===== src/shared/lpm_pkg.sv =====
// constants for the low power mode and reset controller
package lpm_pkg;
    // register byte offsets
    localparam logic [7:0] OFS_CTRL = 8'h00;
    localparam logic [7:0] OFS_STAT = 8'h04;
    localparam logic [7:0] OFS_CLK = 8'h08;
    localparam logic [7:0] OFS_RSRC = 8'h0C;
    // control fields
    localparam int CTRL_MODE_LSB = 0;
    localparam int CTRL_SRC_BIT = 2;
    localparam logic [1:0] MODE_RUN = 2'h0;
    localparam logic [1:0] MODE_DSLEEP = 2'h1;
    localparam logic [1:0] MODE_PDOWN = 2'h2;
    // clock config fields
    localparam int CLK_DIV_LSB = 0;
    localparam int CLK_SEL_LSB = 8;
    localparam int CLK_PLL0_BIT = 10;
    localparam int CLK_PLL1_BIT = 11;
    localparam int CLK_CONN_BIT = 12;
    localparam logic [1:0] CLKSEL_RST = 2'h0;
    localparam logic [7:0] CLKDIV_RST = 8'h00;
    // protection levels
    localparam logic [1:0] PROT_NONE = 2'h0;
    localparam logic [1:0] PROT_ONE = 2'h1;
    localparam logic [1:0] PROT_TWO = 2'h2;
    localparam logic [1:0] PROT_THREE = 2'h3;
    // bootloader command sets
    localparam logic [1:0] BL_FULL = 2'h0;
    localparam logic [1:0] BL_LIMITED = 2'h1;
    localparam logic [1:0] BL_REDUCED = 2'h2;
    localparam logic [1:0] BL_NONE = 2'h3;
    // timing
    localparam int CLK_PERIOD_PS = 8000;
    localparam int IRC_START_NS = 60000;
    localparam int IRC_START_CYC = (IRC_START_NS * 1000) / CLK_PERIOD_PS;
    localparam int IRC_FREQ_MHZ = 12;
    localparam int FLASH_START_US = 100;
    localparam logic [15:0] FLASH_START_TICKS = 16'(IRC_FREQ_MHZ * FLASH_START_US);
    localparam logic [15:0] IRC_RESUME_TICKS = 16'h0004;
    localparam logic [15:0] OSC_RESUME_TICKS = 16'h1000;
    localparam logic [31:0] BOOT_VECTOR = 32'h0000_0000;
    // state encoding
    typedef enum logic [5:0] {
        ST_RUN = 6'h01,
        ST_DSLEEP = 6'h02,
        ST_PDOWN = 6'h04,
        ST_DPD = 6'h08,
        ST_IRC_START = 6'h10,
        ST_RESUME = 6'h20
    } lpm_state_t;
endpackage


===== src/logic/lpm_ctrl.sv =====
// low power mode sequencer, reset combiner and code protection gate
//
// The Wishbone interface to the registers and the placing of the registers are this design's own decisions.
`timescale 1ns/1ps
// What this block does
// - deep sleep stops clocks, gates rc output, holds pins and state
// - deep sleep turns off and disconnects the pll, clears dividers
// - deep sleep wakes on any enabled wake source interrupt
// - any enabled pending interrupt or a reset ends deep sleep
// - rc clock source wake resumes after four rc cycles
// - main oscillator wake resumes after 4096 oscillator cycles
// - power-down also removes rc and flash power
// - power-down stops both plls, resets clock select and dividers
// - watchdog and rtc keep running through power-down
// - power-down wake waits rc start-up then four rc cycles
// - flash timer counts rc cycles for 100 us, blocking flash
// - software reprograms pll and dividers after wake
// - deep power-down entered only by rtc request, core, rc and flash power off
// - deep power-down left only by a chip reset (any reset source) or rtc alarm
// - irq controller mask latched on entry decides wake
// - chip reset from pin, watchdog, power-on and brownout
// - internal reset held until pin, oscillator, count, flash ready
// - fetch starts at address zero after reset release
// - first brownout stage raises interrupt and status bit
// - second brownout stage raises chip reset
// - level one blocks debug, limited bootloader, sector zero locked
// - level two reduced bootloader, level three blocks all
module lpm_ctrl #(
    parameter int NIRQ = 16,
    parameter int RST_HOLD = 16,
    parameter int IRC_START = lpm_pkg::IRC_START_CYC
) (
    input wire logic clk_i,
    input wire logic rst_i,
    input wire logic wb_cyc_i,
    input wire logic wb_stb_i,
    input wire logic wb_we_i,
    input wire logic [7:0] wb_adr_i,
    input wire logic [3:0] wb_sel_i,
    input wire logic [31:0] wb_dat_i,
    output logic [31:0] wb_dat_o,
    output logic wb_ack_o,
    input wire logic sleep_req_i,
    input wire logic [NIRQ-1:0] irq_pend_i,
    input wire logic [NIRQ-1:0] irq_mask_i,
    input wire logic rtc_dpd_req_i,
    input wire logic rtc_alarm_i,
    input wire logic irc_tick_i,
    input wire logic osc_tick_i,
    input wire logic osc_ok_i,
    input wire logic flash_init_done_i,
    input wire logic rst_pin_i,
    input wire logic wdt_rst_i,
    input wire logic por_i,
    input wire logic bod_low_i,
    input wire logic bod_crit_i,
    input wire logic wdt_run_i,
    input wire logic rtc_en_i,
    input wire logic [1:0] prot_level_i,
    output logic clocks_en_o,
    output logic osc_en_o,
    output logic irc_out_en_o,
    output logic irc_pwr_o,
    output logic flash_pwr_o,
    output logic flash_access_o,
    output logic core_pwr_o,
    output logic pins_hold_o,
    output logic cpu_run_o,
    output logic wdt_keep_o,
    output logic rtc_keep_o,
    output logic pll0_en_o,
    output logic pll1_en_o,
    output logic pll_conn_o,
    output logic [1:0] clk_sel_o,
    output logic [7:0] clk_div_o,
    output logic chip_rst_o,
    output logic [31:0] boot_addr_o,
    output logic bod_irq_o,
    output logic dbg_allow_o,
    output logic [1:0] bl_cmdset_o,
    output logic sector0_lock_o,
    output logic override_pin_en_o
);
    // ******************************
    // reset combining
    // ******************************
    logic [15:0] hold_cnt_r;
    logic chip_rst_r;
    logic [3:0] rsrc_r;
    logic [1:0] prot_r;
    logic src_rst;
    assign src_rst = rst_i | rst_pin_i | wdt_rst_i | por_i | bod_crit_i;

    always_ff @(posedge clk_i) begin
        if (src_rst) begin
            hold_cnt_r <= 16'h0000;
            chip_rst_r <= 1'b1;
        end else if (chip_rst_r) begin
            if (hold_cnt_r < 16'(RST_HOLD)) begin
                hold_cnt_r <= hold_cnt_r + 16'h0001;
            end
            if (hold_cnt_r >= 16'(RST_HOLD) && osc_ok_i && flash_init_done_i) begin
                chip_rst_r <= 1'b0;
            end
        end
    end

    // sticky record of reset causes, cleared by writing ones
    logic bus_wr;
    logic [7:0] bus_adr;
    always_ff @(posedge clk_i) begin
        if (rst_i) begin
            rsrc_r <= 4'h0;
        end else begin
            rsrc_r <= (rsrc_r & ~((bus_wr && bus_adr == lpm_pkg::OFS_RSRC)
                ? wb_dat_i[3:0] : 4'h0)) | {bod_crit_i, por_i, wdt_rst_i, rst_pin_i};
        end
    end

    // protection level caught while reset is held
    always_ff @(posedge clk_i) begin
        if (rst_i) begin
            prot_r <= lpm_pkg::PROT_THREE;
        end else if (chip_rst_r) begin
            prot_r <= prot_level_i;
        end
    end

    // ******************************
    // register bus
    // ******************************
    logic ack_r;
    logic [31:0] dat_r;
    logic [1:0] mode_r;
    logic src_osc_r;
    logic [7:0] div_r;
    logic [1:0] sel_r;
    logic pll0_r;
    logic pll1_r;
    logic conn_r;
    lpm_pkg::lpm_state_t st_r;
    logic flash_ok_r;
    logic bod_r;
    assign bus_wr = wb_cyc_i & wb_stb_i & wb_we_i & ~ack_r;
    assign bus_adr = wb_adr_i;

    always_ff @(posedge clk_i) begin
        if (rst_i) begin
            ack_r <= 1'b0;
            dat_r <= 32'h0000_0000;
        end else begin
            ack_r <= wb_cyc_i & wb_stb_i & ~ack_r;
            case (wb_adr_i)
                lpm_pkg::OFS_CTRL: begin
                    dat_r <= {29'h0, src_osc_r, mode_r};
                end
                lpm_pkg::OFS_STAT: begin
                    dat_r <= {22'h0, prot_r, bod_r, flash_ok_r, st_r};
                end
                lpm_pkg::OFS_CLK: begin
                    dat_r <= {19'h0, conn_r, pll1_r, pll0_r, sel_r, div_r};
                end
                lpm_pkg::OFS_RSRC: begin
                    dat_r <= {28'h0, rsrc_r};
                end
                default: begin
                    dat_r <= 32'h0000_0000;
                end
            endcase
        end
    end

    function automatic logic wr_hit(input logic [7:0] ofs);
        return bus_wr && bus_adr == ofs && wb_sel_i[0];
    endfunction

    // ******************************
    // wake sequencer
    // ******************************
    logic [NIRQ-1:0] wmask_r;
    logic [15:0] cnt_r;
    logic [15:0] fcnt_r;
    logic from_pd_r;
    logic wake_irq;
    logic enter;
    assign wake_irq = |(irq_pend_i & wmask_r);
    assign enter = sleep_req_i && mode_r != lpm_pkg::MODE_RUN;

    always_ff @(posedge clk_i) begin
        if (chip_rst_r) begin
            mode_r <= lpm_pkg::MODE_RUN;
            src_osc_r <= 1'b0;
        end else if (wr_hit(lpm_pkg::OFS_CTRL)) begin
            mode_r <= wb_dat_i[lpm_pkg::CTRL_MODE_LSB +: 2];
            src_osc_r <= wb_dat_i[lpm_pkg::CTRL_SRC_BIT];
        end
    end

    always_ff @(posedge clk_i) begin
        if (chip_rst_r) begin
            st_r <= lpm_pkg::ST_RUN;
            wmask_r <= '0;
            cnt_r <= 16'h0000;
            from_pd_r <= 1'b0;
        end else begin
            case (st_r)
                lpm_pkg::ST_RUN: begin
                    cnt_r <= 16'h0000;
                    if (rtc_dpd_req_i) begin
                        st_r <= lpm_pkg::ST_DPD;
                    end else if (enter) begin
                        wmask_r <= irq_mask_i;
                        from_pd_r <= mode_r == lpm_pkg::MODE_PDOWN;
                        st_r <= mode_r == lpm_pkg::MODE_PDOWN
                            ? lpm_pkg::ST_PDOWN : lpm_pkg::ST_DSLEEP;
                    end
                end
                lpm_pkg::ST_DSLEEP: begin
                    if (wake_irq) begin
                        st_r <= lpm_pkg::ST_RESUME;
                    end
                end
                lpm_pkg::ST_PDOWN: begin
                    if (wake_irq) begin
                        st_r <= lpm_pkg::ST_IRC_START;
                    end
                end
                lpm_pkg::ST_DPD: begin
                    if (rtc_alarm_i) begin
                        st_r <= lpm_pkg::ST_RESUME;
                    end
                end
                lpm_pkg::ST_IRC_START: begin
                    cnt_r <= cnt_r + 16'h0001;
                    if (cnt_r >= 16'(IRC_START - 1)) begin
                        cnt_r <= 16'h0000;
                        st_r <= lpm_pkg::ST_RESUME;
                    end
                end
                lpm_pkg::ST_RESUME: begin
                    if ((src_osc_r && !from_pd_r) ? osc_tick_i : irc_tick_i) begin
                        cnt_r <= cnt_r + 16'h0001;
                    end
                    if (cnt_r >= ((src_osc_r && !from_pd_r)
                        ? lpm_pkg::OSC_RESUME_TICKS
                        : lpm_pkg::IRC_RESUME_TICKS)) begin
                        st_r <= lpm_pkg::ST_RUN;
                        from_pd_r <= 1'b0;
                    end
                end
                default: begin
                    st_r <= lpm_pkg::ST_RUN;
                end
            endcase
        end
    end

    // flash start-up timer, started by a power-down wake
    always_ff @(posedge clk_i) begin
        if (chip_rst_r) begin
            fcnt_r <= 16'h0000;
            flash_ok_r <= 1'b1;
        end else if (st_r == lpm_pkg::ST_PDOWN) begin
            fcnt_r <= 16'h0000;
            flash_ok_r <= 1'b0;
        end else if (!flash_ok_r && st_r != lpm_pkg::ST_IRC_START && irc_tick_i) begin
            fcnt_r <= fcnt_r + 16'h0001;
            if (fcnt_r >= lpm_pkg::FLASH_START_TICKS - 16'h0001) begin
                flash_ok_r <= 1'b1;
            end
        end
    end

    // ******************************
    // clock configuration
    // ******************************
    always_ff @(posedge clk_i) begin
        if (chip_rst_r) begin
            div_r <= lpm_pkg::CLKDIV_RST;
            sel_r <= lpm_pkg::CLKSEL_RST;
            pll0_r <= 1'b0;
            pll1_r <= 1'b0;
            conn_r <= 1'b0;
        end else if (st_r == lpm_pkg::ST_RUN && enter) begin
            div_r <= lpm_pkg::CLKDIV_RST;
            pll0_r <= 1'b0;
            pll1_r <= 1'b0;
            conn_r <= 1'b0;
            if (mode_r == lpm_pkg::MODE_PDOWN) begin
                sel_r <= lpm_pkg::CLKSEL_RST;
            end
        end else if (wr_hit(lpm_pkg::OFS_CLK) && wb_sel_i[1]) begin
            div_r <= wb_dat_i[lpm_pkg::CLK_DIV_LSB +: 8];
            sel_r <= wb_dat_i[lpm_pkg::CLK_SEL_LSB +: 2];
            pll0_r <= wb_dat_i[lpm_pkg::CLK_PLL0_BIT];
            pll1_r <= wb_dat_i[lpm_pkg::CLK_PLL1_BIT];
            conn_r <= wb_dat_i[lpm_pkg::CLK_CONN_BIT];
        end
    end

    // ******************************
    // registered outputs
    // ******************************
    logic low;
    logic pd;
    assign low = st_r == lpm_pkg::ST_DSLEEP || st_r == lpm_pkg::ST_PDOWN
        || st_r == lpm_pkg::ST_DPD;
    assign pd = st_r == lpm_pkg::ST_PDOWN || st_r == lpm_pkg::ST_IRC_START && from_pd_r;

    always_ff @(posedge clk_i) begin
        if (rst_i) begin
            clocks_en_o <= 1'b0;
            osc_en_o <= 1'b0;
            irc_out_en_o <= 1'b0;
            irc_pwr_o <= 1'b1;
            flash_pwr_o <= 1'b1;
            flash_access_o <= 1'b0;
            core_pwr_o <= 1'b1;
            pins_hold_o <= 1'b0;
            cpu_run_o <= 1'b0;
            wdt_keep_o <= 1'b0;
            rtc_keep_o <= 1'b0;
            bod_r <= 1'b0;
        end else begin
            clocks_en_o <= !low;
            osc_en_o <= !low && src_osc_r;
            irc_out_en_o <= !low;
            irc_pwr_o <= !pd && st_r != lpm_pkg::ST_DPD;
            flash_pwr_o <= !pd && st_r != lpm_pkg::ST_DPD;
            flash_access_o <= flash_ok_r && st_r == lpm_pkg::ST_RUN && !chip_rst_r;
            core_pwr_o <= st_r != lpm_pkg::ST_DPD;
            pins_hold_o <= low;
            cpu_run_o <= st_r == lpm_pkg::ST_RUN && !chip_rst_r;
            wdt_keep_o <= wdt_run_i;
            rtc_keep_o <= rtc_en_i;
            bod_r <= bod_low_i;
        end
    end

    always_ff @(posedge clk_i) begin
        if (rst_i) begin
            dbg_allow_o <= 1'b0;
            bl_cmdset_o <= lpm_pkg::BL_NONE;
            sector0_lock_o <= 1'b1;
            override_pin_en_o <= 1'b0;
        end else begin
            dbg_allow_o <= prot_r == lpm_pkg::PROT_NONE;
            case (prot_r)
                lpm_pkg::PROT_ONE: bl_cmdset_o <= lpm_pkg::BL_LIMITED;
                lpm_pkg::PROT_TWO: bl_cmdset_o <= lpm_pkg::BL_REDUCED;
                lpm_pkg::PROT_THREE: bl_cmdset_o <= lpm_pkg::BL_NONE;
                default: bl_cmdset_o <= lpm_pkg::BL_FULL;
            endcase
            sector0_lock_o <= prot_r == lpm_pkg::PROT_ONE;
            override_pin_en_o <= prot_r != lpm_pkg::PROT_THREE;
        end
    end

    assign wb_ack_o = ack_r;
    assign wb_dat_o = dat_r;
    assign chip_rst_o = chip_rst_r;
    assign boot_addr_o = lpm_pkg::BOOT_VECTOR;
    assign bod_irq_o = bod_r;
    assign pll0_en_o = pll0_r;
    assign pll1_en_o = pll1_r;
    assign pll_conn_o = conn_r;
    assign clk_sel_o = sel_r;
    assign clk_div_o = div_r;

    // ******************************
    // checks
    // ******************************
    a_src_reset: assert property (@(posedge clk_i) src_rst |=> chip_rst_r)
        else $error("reset source did not assert chip reset");
    a_reset_hold: assert property (@(posedge clk_i) disable iff (rst_i)
        $fell(chip_rst_r) |-> $past(osc_ok_i) && $past(flash_init_done_i))
        else $error("reset released before ready");
    a_ds_clocks: assert property (@(posedge clk_i) disable iff (rst_i)
        st_r == lpm_pkg::ST_DSLEEP |=> !clocks_en_o && pins_hold_o)
        else $error("clocks running in deep sleep");
    a_div_clear: assert property (@(posedge clk_i) disable iff (chip_rst_r)
        $rose(low) && st_r != lpm_pkg::ST_DPD |-> div_r == 8'h00 && !pll0_r)
        else $error("dividers not cleared on entry");
    a_ds_wake: assert property (@(posedge clk_i) disable iff (chip_rst_r)
        st_r == lpm_pkg::ST_DSLEEP && wake_irq |=> st_r == lpm_pkg::ST_RESUME)
        else $error("deep sleep missed wake");
    a_pd_power: assert property (@(posedge clk_i) disable iff (rst_i)
        st_r == lpm_pkg::ST_PDOWN |=> !flash_pwr_o && !irc_pwr_o)
        else $error("power not removed in power-down");
    a_pd_sel: assert property (@(posedge clk_i) disable iff (chip_rst_r)
        $rose(st_r == lpm_pkg::ST_PDOWN) |-> sel_r == lpm_pkg::CLKSEL_RST)
        else $error("clock select not reset");
    a_dpd_exit: assert property (@(posedge clk_i) disable iff (chip_rst_r)
        st_r == lpm_pkg::ST_DPD && !rtc_alarm_i |=> st_r == lpm_pkg::ST_DPD)
        else $error("left deep power-down without alarm");
    a_flash_block: assert property (@(posedge clk_i) disable iff (rst_i)
        !flash_ok_r |=> !flash_access_o)
        else $error("flash access before timer expiry");
    a_prot_debug: assert property (@(posedge clk_i) disable iff (rst_i)
        prot_r != lpm_pkg::PROT_NONE |=> !dbg_allow_o)
        else $error("debug allowed under protection");
endmodule // lpm_ctrl


===== config.mk =====
export PLATFORM = sky130hd
export DESIGN_NAME = lpm_ctrl
export DESIGN_NICKNAME = d
export VERILOG_FILES = /design/src/shared/lpm_pkg.sv /design/src/logic/lpm_ctrl.sv
export SDC_FILE = /design/constraint.sdc
export NUM_CORES = 1
export LEC_CHECK = 0
export BUFFER_PORTS_ARGS = -buffer_cell sky130_fd_sc_hd__buf_4
export CAP_MARGIN = 5
export CORE_ASPECT_RATIO = 0.9
export CORE_UTILIZATION = 45
export CTS_CLUSTER_SIZE = 12
export DETAILED_ROUTE_END_ITERATION = 8
export HOLD_SLACK_MARGIN = 0.03
export PLACE_DENSITY = 0.7
export SLEW_MARGIN = 20
export SYNTH_ARGS = -nofsm -noshare
export SYNTH_HDL_FRONTEND = slang
export SYNTH_SLANG_ARGS = --single-unit

===== constraint.sdc =====
create_clock -name clk_i -period 3 [get_ports clk_i]
set_clock_uncertainty 0.05 [all_clocks]
set_input_delay 0.15 -clock clk_i [delete_from_list [all_inputs] [get_ports clk_i]]
set_output_delay 0.15 -clock clk_i [all_outputs]
set_load 0.01 [all_outputs]

==> out/metrics.cfg <==
[status]
status=finished, final reports clean

[critical_path]
cp_top_family=buffers and inverters
slowest_stage=dlygate4sd3_1
worstPathRequired_ns=3.25
cpPeakStageDelay_ns=0.58
crit_cells=7
critPathKind=reg2reg
cp_data_arrival_time_ns=2.91
crit_path_start_kind=flip-flop
path_cells=nand4b_1 -> nor4_2 -> nand2_1 -> a21oi_1 -> dlygate4sd3_1 -> nor2_1 -> dlygate4sd3_1
path_buf_inv=2
r2r_cells=7
crit_path_end_kind=flip-flop
cp_max_fo=4
cpMostUsedCell=dlygate4sd3_1
reg2reg_slack_ns=0.34

[routing]
dr.pass1.iters=5
vias=5249
routedWlPerCell_um=15.0
drtIter0Drc=368
routed_via_density=5.26
ant_nets=0
wl_um=15000
drc=0

[finish]
fin_nets=927
fin_util_pct=63.1
layout_common_cells=buf_4 (131), dfxtp_1 (124), nor2_1 (58)
n_fill_cell=1006
drive_above_1_share_pct=21.8
area_delta_synth_final_pct=35.2
layout_commonest_cell=buf_4

[global_route]
first_global_vias=5086
antenna_found_initial=0
grt_pass1_wl_um=23600
grt.total_usage_pct=22.9
overflow=0
grt_max_degree=28

[yosys]
yosysSeqAreaShare_pct=43.5
synth_edf_count=0
avgSynthCellArea_um2=8.66
netlist_area_mm2=0.00571
syn_inst=659
synthFlopType=dfxtp_1
ys_types=55
synthDominantCellAreaShare_pct=43.5
yosys.area.top_type=dfxtp_1
synth_area_leaders=dfxtp_1 (44%), buf_4 (7.1%), a21oi_1 (4.2%)
ys_warn_count=0
async_flop_share_pct=0
synth_seq_cells=124

[die]
dieArea_mm2=0.0131
core_area_mm2=0.0122
ioPinCount=193
num_rows=38
die_h_um=109
fp.dieW_um=121
initial_core_util_pct=46.7

[cts]
cts_tree=done
path_clk_slew_ns=0.06
cts_buffer_depth=2
cts.sinks=124
clock-root-buffer=clkbuf_16
numCtsBuffers=17
clkLatencyLatePin_ns=0.42
cts_max_level=4

[sta]
finalHoldViolCount=0
fin_crit_ns=2.66
setup_tns_ns=0
setup_viol=0
tightest_slew_ns=0.696
post-route-period-util_pct=88.7
finalMaxSlewViolations=0
maxSlewHeadroom_pct=53.3
grt_setup_unrepaired=false
max_freq_mhz=376

[power_and_ir_drop]
power_w=0.00411
power-per-cell-area_mw_per_mm2=533
p_leak_nw=3.13
ir_drop_mv=0.382

[min_path]
min_path_cells=3
hold_class=in2reg

[flow_run]
maxCapViolations=0

[placed_design]
hpwl_um=9930
place.gp.congestion=0.850
port_buffers=120

## power breakdown
part           total, W  leakage, nW  internal (W)  switching [W]
sequential      0.00167         1.00       0.00166     0.00000681
combinational  0.000237         1.83      0.000135       0.000102
clock           0.00221        0.298       0.00144       0.000768
total           0.00411         3.13       0.00323       0.000877
## cell families after synthesis
kind of cell	after synthesis	share of synthesized area [%]
buffers and inverters	106	10.8
XOR/XNOR	20	3.07
other	1	0.0657
AO/OA/AOI/OAI	136	14.5
adder cells (fa/ha/maj)	7	1.54
flip-flops	124	43.5
AND/OR/NAND/NOR	243	22.0
multiplexers	22	4.56
## stage by stage
| stage | instance area, um2 | hold WS (ns) | setup WS [ns] | cells |
|---|---|---|---|---|
| after CTS | 7700 | 0.0345 | 0.328 | 996 |
| final | 7710 | 0.0467 | 0.338 | 997 |
| after floorplan | 5890 | 0.217 | 0.752 | 709 |
| after global routing | 7710 | 0.0390 | 0.181 | 996 |
| after global placement | 6530 | 0.319 | 0.625 | 911 |
| after detailed placement | 6530 | 0.314 | 0.530 | 911 |
## layer usage
metal  up-vias  global-route usage (%)  wire (um)
met4         0                    11.1        363
met5         -                       0          0
met2       222                    39.9       7310
li1       2552                       -          -
met1      2439                    27.0       6440
met3        36                    4.71        852
## Yosys cell counts, types with 3 or more instances
library cell and number:
ha_1 7, a31oi_1 3, nor2_1 58, o31ai_1 14
a22oi_1 15, a21o_1 5, or2_2 6, xor2_1 15
nor4_1 9, dfxtp_1 124, or3_1 10, or4_1 15
a21oi_1 48, buf_4 54, xnor2_1 5, nor3_1 11
nor2b_1 8, and3_1 23, mux4_2 3, nand4_1 13
clkbuf_1 31, nand3_1 15, inv_1 17, and2_1 6
mux2i_1 17, o21ai_0 34, nand2b_1 4, nand2_1 54
## flip-flops by register name (all words and copies together), names as in the netlist, 2 cells and up
signal and cells:
cnt_r 16, fcnt_r 16, hold_cnt_r 16, wmask_r 16, wb_dat_o 13, clk_div_o 8, st_r 6, rsrc_r 4
bl_cmdset_o 2, clk_sel_o 2, mode_r 2, prot_r 2
## what timing repair did
action                     CTS  global route
setup buffers                0             0
gates resized for setup      0             1
setup endpoints to repair    0             1
hold buffers                53             0
hold endpoints to repair    45             0
## worst paths after layout
| check | startpoint | endpoint |
|---|---|---|
| max | wb_ack_o | rsrc_r[3] |
| min | wb_dat_i[8] | clk_sel_o[0] |
| max reg2reg | wb_ack_o | rsrc_r[3] |
| min reg2reg | wmask_r[12] | wmask_r[12] |
## worst min-delay path: cells and delay by family
family,cells,cell delay (ns)
simple gates,1,0.14
buf+inv,1,0.09
compound gates,1,0.11
## final cells by class
class / count / area [um2] / area share, %
clock buffers: 19 / 453 / 5.87
clock inverters: 13 / 189 / 2.45
inverters: 17 / 63.8 / 0.827
flip-flops and latches: 124 / 2480 / 32.2
repair buffers: 184 / 1510 / 19.6
multi-input cells: 479 / 2810 / 36.4
diodes: 1 / 2.50 / 0.0324
well taps: 160 / 200 / 2.60
Power figures use the tool's default switching activity.
